### config.mk
export PLATFORM = sky130hd
export DESIGN_NAME = ics_timer
export DESIGN_NICKNAME = d
export VERILOG_FILES = /design/src/verilog/ics_pkg.sv /design/src/verilog/ics_timer.sv
export SDC_FILE = /design/constraint.sdc
export NUM_CORES = 1
export LEC_CHECK = 0
export ABC_AREA = 1
export ABC_CLOCK_PERIOD_IN_PS = 3500
export BUFFER_PORTS_ARGS = -buffer_cell sky130_fd_sc_hd__buf_2
export CAP_MARGIN = 15
export CORE_MARGIN = 10
export CORE_UTILIZATION = 34
export CTS_CLUSTER_DIAMETER = 120
export DETAILED_ROUTE_END_ITERATION = 8
export SYNTH_ARGS = -nofsm -noshare
export SYNTH_HDL_FRONTEND = slang
export SYNTH_SLANG_ARGS = --single-unit
### constraint.sdc
create_clock -name clk -period 3.5 [get_ports clk]
set_clock_uncertainty 0.2 [all_clocks]
set_input_delay 0.525 -clock clk [delete_from_list [all_inputs] [get_ports clk]]
set_output_delay 0.525 -clock clk [all_outputs]
set_load 0.05 [all_outputs]
### src/verilog/ics_pkg.sv
package ics_pkg;
	localparam int ICS_AW = 3;
	localparam int ICS_DW = 8;
	localparam int ICS_TW = 15;

	localparam logic [ICS_AW-1:0] ICS_REG_COUNT = 3'h0;
	localparam logic [ICS_AW-1:0] ICS_REG_HEAD  = 3'h1;
	localparam logic [ICS_AW-1:0] ICS_REG_CMD   = 3'h2;
	localparam logic [ICS_AW-1:0] ICS_REG_ERR   = 3'h3;
	localparam logic [ICS_AW-1:0] ICS_REG_STAT  = 3'h4;
	localparam logic [ICS_AW-1:0] ICS_REG_ISTAT = 3'h5;
	localparam logic [ICS_AW-1:0] ICS_REG_IMASK = 3'h6;
	localparam logic [ICS_AW-1:0] ICS_REG_POWER = 3'h7;

	localparam logic [ICS_DW-1:0] ICS_CMD_IDLE_A = 8'he3;
	localparam logic [ICS_DW-1:0] ICS_CMD_IDLE_B = 8'h97;

	localparam logic [ICS_DW-1:0] ICS_SC_OFF      = 8'h00;
	localparam logic [ICS_DW-1:0] ICS_SC_LIN_MAX  = 8'hf0;
	localparam logic [ICS_DW-1:0] ICS_SC_HALF_MAX = 8'hfb;
	localparam logic [ICS_DW-1:0] ICS_SC_21M      = 8'hfc;
	localparam logic [ICS_DW-1:0] ICS_SC_8H       = 8'hfd;
	localparam logic [ICS_DW-1:0] ICS_SC_ABORT    = 8'hfe;

	localparam int ICS_LIN_UNIT_S  = 5;
	localparam int ICS_HALF_UNIT_S = 30 * 60;
	localparam int ICS_T21M_S      = 21 * 60;
	localparam int ICS_T8H_S       = 8 * 3600;
	localparam int ICS_T21M15_S    = 21 * 60 + 15;

	localparam longint ICS_CLK_HZ = 250_000_000;
	localparam int     ICS_TICK_S = 1;
	localparam int     ICS_CYC_PER_SEC = int'(ICS_CLK_HZ * ICS_TICK_S);

	localparam int ICS_ST_BUSY  = 7;
	localparam int ICS_ST_READY = 6;
	localparam int ICS_ST_FAULT = 5;
	localparam int ICS_ST_SEEK  = 4;
	localparam int ICS_ST_ERR   = 0;
	localparam int ICS_ER_ABORT = 2;

	localparam int ICS_IRQ_W    = 2;
	localparam int ICS_IRQ_DONE = 0;
	localparam int ICS_IRQ_STBY = 1;

	typedef enum logic [1:0] {
		ICS_PW_STANDBY = 2'b00,
		ICS_PW_SPINUP  = 2'b01,
		ICS_PW_IDLE    = 2'b10
	} ics_pwr_e;

	function automatic logic [ICS_TW-1:0] ics_interval(input logic [ICS_DW-1:0] v);
		logic [ICS_TW-1:0] r;
		r = '0;
		if (v <= ICS_SC_LIN_MAX) begin
			r = ICS_TW'(ICS_TW'(v) * ICS_TW'(ICS_LIN_UNIT_S));
		end else if (v <= ICS_SC_HALF_MAX) begin
			r = ICS_TW'(ICS_TW'(v - ICS_SC_LIN_MAX) * ICS_TW'(ICS_HALF_UNIT_S));
		end else if (v == ICS_SC_21M) begin
			r = ICS_TW'(ICS_T21M_S);
		end else if (v == ICS_SC_8H) begin
			r = ICS_TW'(ICS_T8H_S);
		end else begin
			r = ICS_TW'(ICS_T21M15_S);
		end
		return r;
	endfunction
endpackage

### src/verilog/ics_timer.sv
`timescale 1ns/1ps
`default_nettype none
// How it works
// Codes e3 and 97 both start the same idle command.
// Accepting it loads countdown from timeout count; it enters Idle at once only if the spindle is at speed, else via spin-up.
// The countdown starts decrementing right after loading, no further host action.
// Entering Idle spins the spindle up unless it is already at speed.
// In Idle the spindle keeps turning and commands are taken without delay.
// Count zero disables power-down; other non-abort values enable it.
// 1..240 give value times five units; 241..251 give (value-240) half hours.
// 252 is 21 min, 253 is 8 h, 255 is 21 min 15 s, 254 aborts.
// When enabled and the countdown expires without access, enter Standby.
// Any host access before expiry reloads the full interval.
// Abort ends with busy clear, error set, only abort bit; else error cleared.
// The five-unit range counts in seconds.
module ics_timer
	import ics_pkg::*;
#(
	parameter int CYC_PER_SEC = ICS_CYC_PER_SEC
) (
	input  wire logic              clk,
	input  wire logic              reset,
	input  wire logic [ICS_AW-1:0] reg_addr,
	input  wire logic [ICS_DW-1:0] reg_wdata,
	input  wire logic              reg_wr,
	input  wire logic              reg_rd,
	output logic      [ICS_DW-1:0] reg_rdata,
	input  wire logic              spindle_at_speed,
	output logic                   motor_on,
	output logic      [1:0]        power_state,
	output logic                   irq
);
	localparam int DIVW = $clog2(CYC_PER_SEC + 1);

	logic [ICS_DW-1:0]    count_q;
	logic [ICS_DW-1:0]    head_q;
	logic [ICS_DW-1:0]    rdata_q;
	logic [ICS_DW-1:0]    err_q;
	logic                 errf_q;
	logic                 motor_q;
	logic                 sp_meta_q;
	logic                 sp_sync_q;
	ics_pwr_e             state_q;
	logic                 armed_q;
	logic [ICS_TW-1:0]    interval_q;
	logic [ICS_TW-1:0]    remain_q;
	logic [DIVW-1:0]      div_q;
	logic                 tick;
	logic [ICS_IRQ_W-1:0] istat_q;
	logic [ICS_IRQ_W-1:0] imask_q;
	logic                 irq_q;
	logic                 host_acc;
	logic                 busy;
	logic                 cmd_go;
	logic                 cmd_abort;
	logic                 cmd_run;
	logic                 expire;
	logic                 spin_done;
	logic [ICS_DW-1:0]    stat;

	assign busy      = (state_q == ICS_PW_SPINUP);
	assign host_acc  = reg_wr | reg_rd;
	assign cmd_go    = reg_wr && reg_addr == ICS_REG_CMD && !busy &&
		(reg_wdata == ICS_CMD_IDLE_A || reg_wdata == ICS_CMD_IDLE_B);
	assign cmd_abort = cmd_go && count_q == ICS_SC_ABORT;
	assign cmd_run   = cmd_go && count_q != ICS_SC_ABORT;
	assign tick      = (div_q == DIVW'(CYC_PER_SEC - 1));
	assign expire    = armed_q && tick && remain_q == ICS_TW'(1) &&
		state_q == ICS_PW_IDLE && !host_acc;
	assign spin_done = busy && sp_sync_q;

	always_comb begin
		stat               = '0;
		stat[ICS_ST_BUSY]  = busy;
		stat[ICS_ST_READY] = !busy;
		stat[ICS_ST_FAULT] = 1'b0;
		stat[ICS_ST_SEEK]  = (state_q == ICS_PW_IDLE);
		stat[ICS_ST_ERR]   = errf_q;
	end

	// Spindle speed comes from the motor driver, off this clock
	always_ff @(posedge clk or posedge reset) begin
		if (reset) begin
			sp_meta_q <= 1'b0;
			sp_sync_q <= 1'b0;
		end else begin
			sp_meta_q <= spindle_at_speed;
			sp_sync_q <= sp_meta_q;
		end
	end

	always_ff @(posedge clk or posedge reset) begin
		if (reset) begin
			count_q <= '0;
			head_q  <= '0;
			imask_q <= '0;
		end else if (reg_wr) begin
			if (reg_addr == ICS_REG_COUNT) begin
				count_q <= reg_wdata;
			end
			if (reg_addr == ICS_REG_HEAD) begin
				head_q <= reg_wdata;
			end
			if (reg_addr == ICS_REG_IMASK) begin
				imask_q <= reg_wdata[ICS_IRQ_W-1:0];
			end
		end
	end

	always_ff @(posedge clk or posedge reset) begin
		if (reset) begin
			err_q  <= '0;
			errf_q <= 1'b0;
		end else if (cmd_abort) begin
			err_q               <= '0;
			err_q[ICS_ER_ABORT] <= 1'b1;
			errf_q              <= 1'b1;
		end else if (cmd_run) begin
			err_q  <= '0;
			errf_q <= 1'b0;
		end
	end

	// Power state; commands during spin-up are ignored since the host sees busy
	always_ff @(posedge clk or posedge reset) begin
		if (reset) begin
			state_q <= ICS_PW_STANDBY;
			motor_q <= 1'b0;
		end else begin
			unique case (state_q)
				ICS_PW_STANDBY: begin
					if (cmd_run) begin
						motor_q <= 1'b1;
						state_q <= sp_sync_q ? ICS_PW_IDLE : ICS_PW_SPINUP;
					end
				end
				ICS_PW_SPINUP: begin
					if (sp_sync_q) begin
						state_q <= ICS_PW_IDLE;
					end
				end
				ICS_PW_IDLE: begin
					if (expire) begin
						state_q <= ICS_PW_STANDBY;
						motor_q <= 1'b0;
					end else begin
						motor_q <= 1'b1;
					end
				end
				default: begin
					state_q <= ICS_PW_STANDBY;
					motor_q <= 1'b0;
				end
			endcase
		end
	end

	// Divider restarts on every load so the interval is whole seconds, not up to one short
	always_ff @(posedge clk or posedge reset) begin
		if (reset) begin
			div_q <= '0;
		end else if (cmd_run || host_acc || tick) begin
			div_q <= '0;
		end else begin
			div_q <= div_q + DIVW'(1);
		end
	end

	always_ff @(posedge clk or posedge reset) begin
		if (reset) begin
			armed_q    <= 1'b0;
			interval_q <= '0;
			remain_q   <= '0;
		end else if (cmd_run) begin
			armed_q    <= (count_q != ICS_SC_OFF);
			interval_q <= ics_interval(count_q);
			remain_q   <= ics_interval(count_q);
		end else if (expire) begin
			armed_q <= 1'b0;
		end else if (armed_q && host_acc) begin
			remain_q <= interval_q;
		end else if (armed_q && tick && remain_q > ICS_TW'(1)) begin
			remain_q <= remain_q - ICS_TW'(1);
		end
	end

	// Set beats a same-cycle write-one-to-clear
	always_ff @(posedge clk or posedge reset) begin
		if (reset) begin
			istat_q <= '0;
		end else begin
			istat_q <= (istat_q & ~((reg_wr && reg_addr == ICS_REG_ISTAT) ?
				reg_wdata[ICS_IRQ_W-1:0] : '0))
				| ({{(ICS_IRQ_W-1){1'b0}}, (cmd_run && sp_sync_q) || spin_done}
					<< ICS_IRQ_DONE)
				| ({{(ICS_IRQ_W-1){1'b0}}, expire} << ICS_IRQ_STBY);
		end
	end

	always_ff @(posedge clk or posedge reset) begin
		if (reset) begin
			irq_q <= 1'b0;
		end else begin
			irq_q <= |(istat_q & imask_q);
		end
	end

	always_ff @(posedge clk or posedge reset) begin
		if (reset) begin
			rdata_q <= '0;
		end else if (reg_rd) begin
			unique case (reg_addr)
				ICS_REG_COUNT: rdata_q <= count_q;
				ICS_REG_HEAD:  rdata_q <= head_q;
				ICS_REG_ERR:   rdata_q <= err_q;
				ICS_REG_STAT:  rdata_q <= stat;
				ICS_REG_ISTAT: rdata_q <= ICS_DW'(istat_q);
				ICS_REG_IMASK: rdata_q <= ICS_DW'(imask_q);
				ICS_REG_POWER: rdata_q <= ICS_DW'(state_q);
				default:       rdata_q <= '0;
			endcase
		end else begin
			rdata_q <= '0;
		end
	end

	assign reg_rdata   = rdata_q;
	assign motor_on    = motor_q;
	assign power_state = state_q;
	assign irq         = irq_q;

	property p_code_b;
		@(posedge clk) disable iff (reset)
		(reg_wr && reg_addr == ICS_REG_CMD && reg_wdata == ICS_CMD_IDLE_B && !busy &&
			count_q != ICS_SC_ABORT) |=> state_q != ICS_PW_STANDBY;
	endproperty
	a_code_b: assert property (p_code_b) else $error("second idle code ignored");

	property p_load;
		@(posedge clk) disable iff (reset)
		cmd_run |=> remain_q == ics_interval($past(count_q)) && armed_q == ($past(count_q) != 0);
	endproperty
	a_load: assert property (p_load) else $error("countdown not loaded");

	property p_dec;
		@(posedge clk) disable iff (reset)
		(armed_q && tick && remain_q > 1 && !host_acc && !cmd_run)
			|=> remain_q == $past(remain_q) - 1;
	endproperty
	a_dec: assert property (p_dec) else $error("countdown did not step");

	property p_skip_spin;
		@(posedge clk) disable iff (reset)
		(cmd_run && state_q == ICS_PW_STANDBY && sp_sync_q) |=> state_q == ICS_PW_IDLE && motor_q;
	endproperty
	a_skip_spin: assert property (p_skip_spin) else $error("spin-up not skipped");

	property p_idle_spin;
		@(posedge clk) disable iff (reset)
		(state_q == ICS_PW_IDLE && !expire) |=> motor_q && !busy;
	endproperty
	a_idle_spin: assert property (p_idle_spin) else $error("idle lost spindle");

	property p_8h;
		@(posedge clk) disable iff (reset)
		(cmd_run && count_q == ICS_SC_8H) |=> interval_q == 15'h7080;
	endproperty
	a_8h: assert property (p_8h) else $error("eight hour code wrong");

	property p_expire;
		@(posedge clk) disable iff (reset)
		// A host may restart the drive one cycle after expiry
		expire |=> state_q == ICS_PW_STANDBY && !motor_q ##1 (!motor_q || $past(cmd_run));
	endproperty
	a_expire: assert property (p_expire) else $error("no standby on expiry");

	property p_reload;
		@(posedge clk) disable iff (reset)
		(armed_q && host_acc && !cmd_run && !expire) |=> remain_q == interval_q;
	endproperty
	a_reload: assert property (p_reload) else $error("access did not reload");

	property p_abort;
		@(posedge clk) disable iff (reset)
		cmd_abort |=> err_q == 8'h04 && errf_q && !busy && state_q == $past(state_q);
	endproperty
	a_abort: assert property (p_abort) else $error("abort completion wrong");

	property p_abort_quiet;
		@(posedge clk) disable iff (reset)
		cmd_abort |=> !istat_q[ICS_IRQ_DONE] || $past(istat_q[ICS_IRQ_DONE]);
	endproperty
	a_abort_quiet: assert property (p_abort_quiet) else $error("abort raised done");

	property p_zero_off;
		@(posedge clk) disable iff (reset)
		(cmd_run && count_q == ICS_SC_OFF) |=> !armed_q;
	endproperty
	a_zero_off: assert property (p_zero_off) else $error("zero count left timer armed");

	property p_lin;
		@(posedge clk) disable iff (reset)
		(cmd_run && count_q != ICS_SC_OFF && count_q <= ICS_SC_LIN_MAX)
			|=> interval_q == ICS_TW'($past(count_q)) * ICS_TW'(ICS_LIN_UNIT_S);
	endproperty
	a_lin: assert property (p_lin) else $error("linear interval wrong");

	property p_half;
		@(posedge clk) disable iff (reset)
		(cmd_run && count_q > ICS_SC_LIN_MAX && count_q <= ICS_SC_HALF_MAX)
			|=> interval_q == ICS_TW'($past(count_q) - ICS_SC_LIN_MAX) * ICS_TW'(ICS_HALF_UNIT_S);
	endproperty
	a_half: assert property (p_half) else $error("half hour interval wrong");
endmodule
`default_nettype wire

==> metrics.md <==
| Metric | Value |
|---|---|
| Worst-path cell with the longest stage delay | dfrtp_2 |
| Vias in the first global route | 5491 |
| Num CTS Buffers | 9 |
| Clk_lat worst skew | 0.35 ns |
| Lkg Pwr | 3.73 nW |
| Buf+Inv Stages, Crit Path | 2 |
| Pre-antenna DRT Iters | 5 |
| Worst Path Required | 3.59 ns |
| Critical path startpoint category | flip-flop |
| Layout Utilization | 39.9% |
| Root buf cell | clkbuf_16 |
| Fraction of layout cells with a size suffix above 1 | 13.5% |
| Top Metal Used | met4 |
| GRT Util Overall | 14.2% |
| Initial Utilization | 34.7% |
| Synth Area in XOR/XNOR | 2.68% |
| Multiplexer area fraction after synthesis | 0.153% |
| Total power draw | 4.18 mW |
| Die X | 159 um |
| IO Pins | 28 |
| Initial drt markers | 419 |
| Simple-Gate Fraction of Synth Area | 36.0% |
| Num rows | 50 |
| Final min period | 3.47 ns |
| Worst-path maximum fanout | 4 |
| Yosys reg bits | 94 |
| CP dominant cell by count | nand2_1 |
| Slowest cell delay on critical path | 0.44 ns |
| Finished Cell Area | 0.00751 mm2 |
| Reg clk slew, reported paths | 0.07 ns |
| Main combinational cell family by area after synthesis | simple AND/OR/NAND/NOR gates |
| Final WL | 17100 um |
| Die footprint | 0.0252 mm2 |
| Total gr overflow | 0 |
| Async SR Flop Fraction | 100% |
| Max_cap viols | 0 |
| # DRC | 0 |
| CTS Buffer Depth | 2 |
| Metal3 WL | 782 um |
| Crit path DAT | 3.56 ns |
| Final worst slack | 0.0346 ns |
| Commonest cells after routing, fill and taps aside | 280 x nand2_1, 102 x inv_1, 91 x dfrtp_1, 84 x nor2_1, 60 x nand3_1 |
| Rel. slew slack | 47.7% |
| HP Class | primary input to flip-flop |
| WS Path Type | flip-flop to flip-flop |
| Post-synthesis sequential area ratio | 36.0% |
| Area grow syn2layout | 14.9% |
| Syn Inst Count | 894 |
| Metal2 WL | 7920 um |
| Pre-CTS WS | -0.0890 ns |
| Maximum vdd drop | 397 uV |
| Die Y | 159 um |
| Commonest non-fill, non-tap cell in the layout | nand2_1 |
| Yosys top cell area share | 36.0% |
| Detail Placement HPWL | 13400 um |
| Wire length of the first global-routing pass | 28600 um |
| Status | completed |
| Average wire per standard cell | 14.2 um |
| Worst slew pin tran | 0.784 ns |
| Routability Congestion | 0.923 |
| Initial antenna violation count | 0 |
| Vias per cell | 4.85 |
| YS warnings | 0 |
| Final Hold Viols | 0 |
| Crit share post-route | 99.0% |
| Compound-cell area share of the yosys netlist | 7.63% |
| Setup TNS | 0 ns |
| ANT cells | 0 |
| Max Slew Vio Count | 0 |
| CTS tree | built |
| Maximum number of pins on one net before global-route repair | 63 |
| Core Area | 0.0188 mm2 |
| Via count | 5869 |
| Clock H-tree levels | 3 |
| Sink Count | 94 |
| # setup viols final | 0 |
| Cell variety after synth | 51 |
| Input/output buffers | 27 |
| Primary FF master, synth | dfrtp_1 |
| Area leader, netlist | dfrtp_1 |
| Synth Area per Inst | 7.31 um2 |
| Post-route ant nets | 0 |
| Critical path, cell by cell | buf_6, fa_1, ha_1, ha_1, ha_1, ha_2, fa_2, inv_2, nor2_2, nor2_2, nand3_1, nand2_1, nand3_2, nand3_2, nand2_2, nand2_1, nand2_1, nand2_1 |
| Synth top area cells | dfrtp_1 36%, nand2_1 16%, ha_1 7.7%, inv_1 6.1%, nor2_1 4.9% |
| Area of placed instances | 0.00710 mm2 |
| Crit end category | flip-flop |
| Post-Synth Adder-Cell Area | 10.1% |
| Cell family with most CP delay | adder cells |
| Post-synth EDFFs | 0 |
| Fmax | 0.289 GHz |
| Pwr/cell area | 557 mW/mm2 |
| Syn nets | 958 |
| Unrepaired setup endpoints after global routing | true |
| Final nets | 1009 |
| Wl on met1 | 8280 um |
| Mapped Area | 0.00654 mm2 |
-- path summary, 6_finish.rpt --
| check | start | to | slack [ns] | cells after the start |
|---|---|---|---|---|
| setup / recovery | count_q[2] | remain_q[14] | 0.03 | 18 |
| hold / removal | spindle_at_speed | sp_meta_q | 0.07 | 1 |
| setup reg to reg | count_q[2] | remain_q[14] | 0.03 | 18 |
| hold reg to reg | sp_meta_q | sp_sync_q | 0.17 | 0 |
| max in group asynchronous | reset | head_q[2] | 2.25 | 3 |
| min in group asynchronous | reset | reg_rdata[6] | 0.10 | 2 |
-- area by class of cell --
class                      count  area, um2
fill                        1964      11300
multi-input combinational    678       3800
sequential                    94       2360
inverter                     113        434
tap                          260        325
timing repair buffer          49        308
clock buffer                   9        225
clock inverter                 7       63.8
-- sequential cells by signal (all words and copies together) (netlist names) --
name,flops
istat_q,2
sp_sync_q,1
sp_meta_q,1
remain_q,15
count_q,8
irq,1
imask_q,2
interval_q,15
motor_on,1
head_q,8
power_state,2
armed_q,1
div_q,28
err_q,1
reg_rdata,8
-- metrics by stage --
step	std cells	hold slack [ns]
floorplan	894	0.131
global placement	1192	0.146
detailed placement	1192	0.152
CTS	1208	0.0533
global route	1210	0.0609
finish	1210	0.0720
-- metal layers --
metal	GRT usage (%)	up-vias
met5	0	-
met1	19.7	2734
li1	-	3002
met2	22.2	123
met3	2.67	10
met4	3.22	0
-- power breakdown --
part           switching (mW)  internal, mW  leakage [nW]  total (mW)
Clock                   0.465         0.500         0.143       0.965
Sequential              0.125          1.20          1.22        1.33
Combinational            1.05         0.838          2.37        1.89
Total                    1.64          2.54          3.73        4.18
-- cell usage after synthesis, drive strengths merged, types with 2 or more instances --
cell    number
dfrtp       94
o21ai       54
nand4       19
nor3b        3
buf          8
a21oi       14
nor4         5
o22ai        5
inv        109
ha          40
xnor2        6
clkinv       4
nand3b       4
fa           8
o221ai       4
nand2      288
nand3       68
nor2        94
o211ai       3
xor2        14
or2          6
a21o         2
a211oi       2
nor3        34
-- cell families (layout without fill, tap and decap cells) --
logic type / after synthesis / in the layout
buf+inv: 122 / 178
compound gates: 87 / 87
flops: 94 / 94
xor+xnor: 20 / 20
mux: 1 / 1
simple gates: 522 / 522
fa+ha+maj: 48 / 48
-- timing repair --
action                                 in CTS  in global routing
hold buffers                                0                  0
buffers inserted                            0                  2
pin swaps                                   2                 10
endpoints found under the hold margin       0                  0
resized for setup                           3                 17
setup endpoints to repair                   2                  5
-- worst reg2reg max path: cells and delay by family, from the launching register on --
kind / cells / cell delay (ns)
buffers and inverters: 2 / 0.21
adders and majority gates: 6 / 1.92
DFF: 1 / 0.44
and+or+nand+nor: 10 / 0.66
Note: power is estimated with default switching activity, not from simulation.
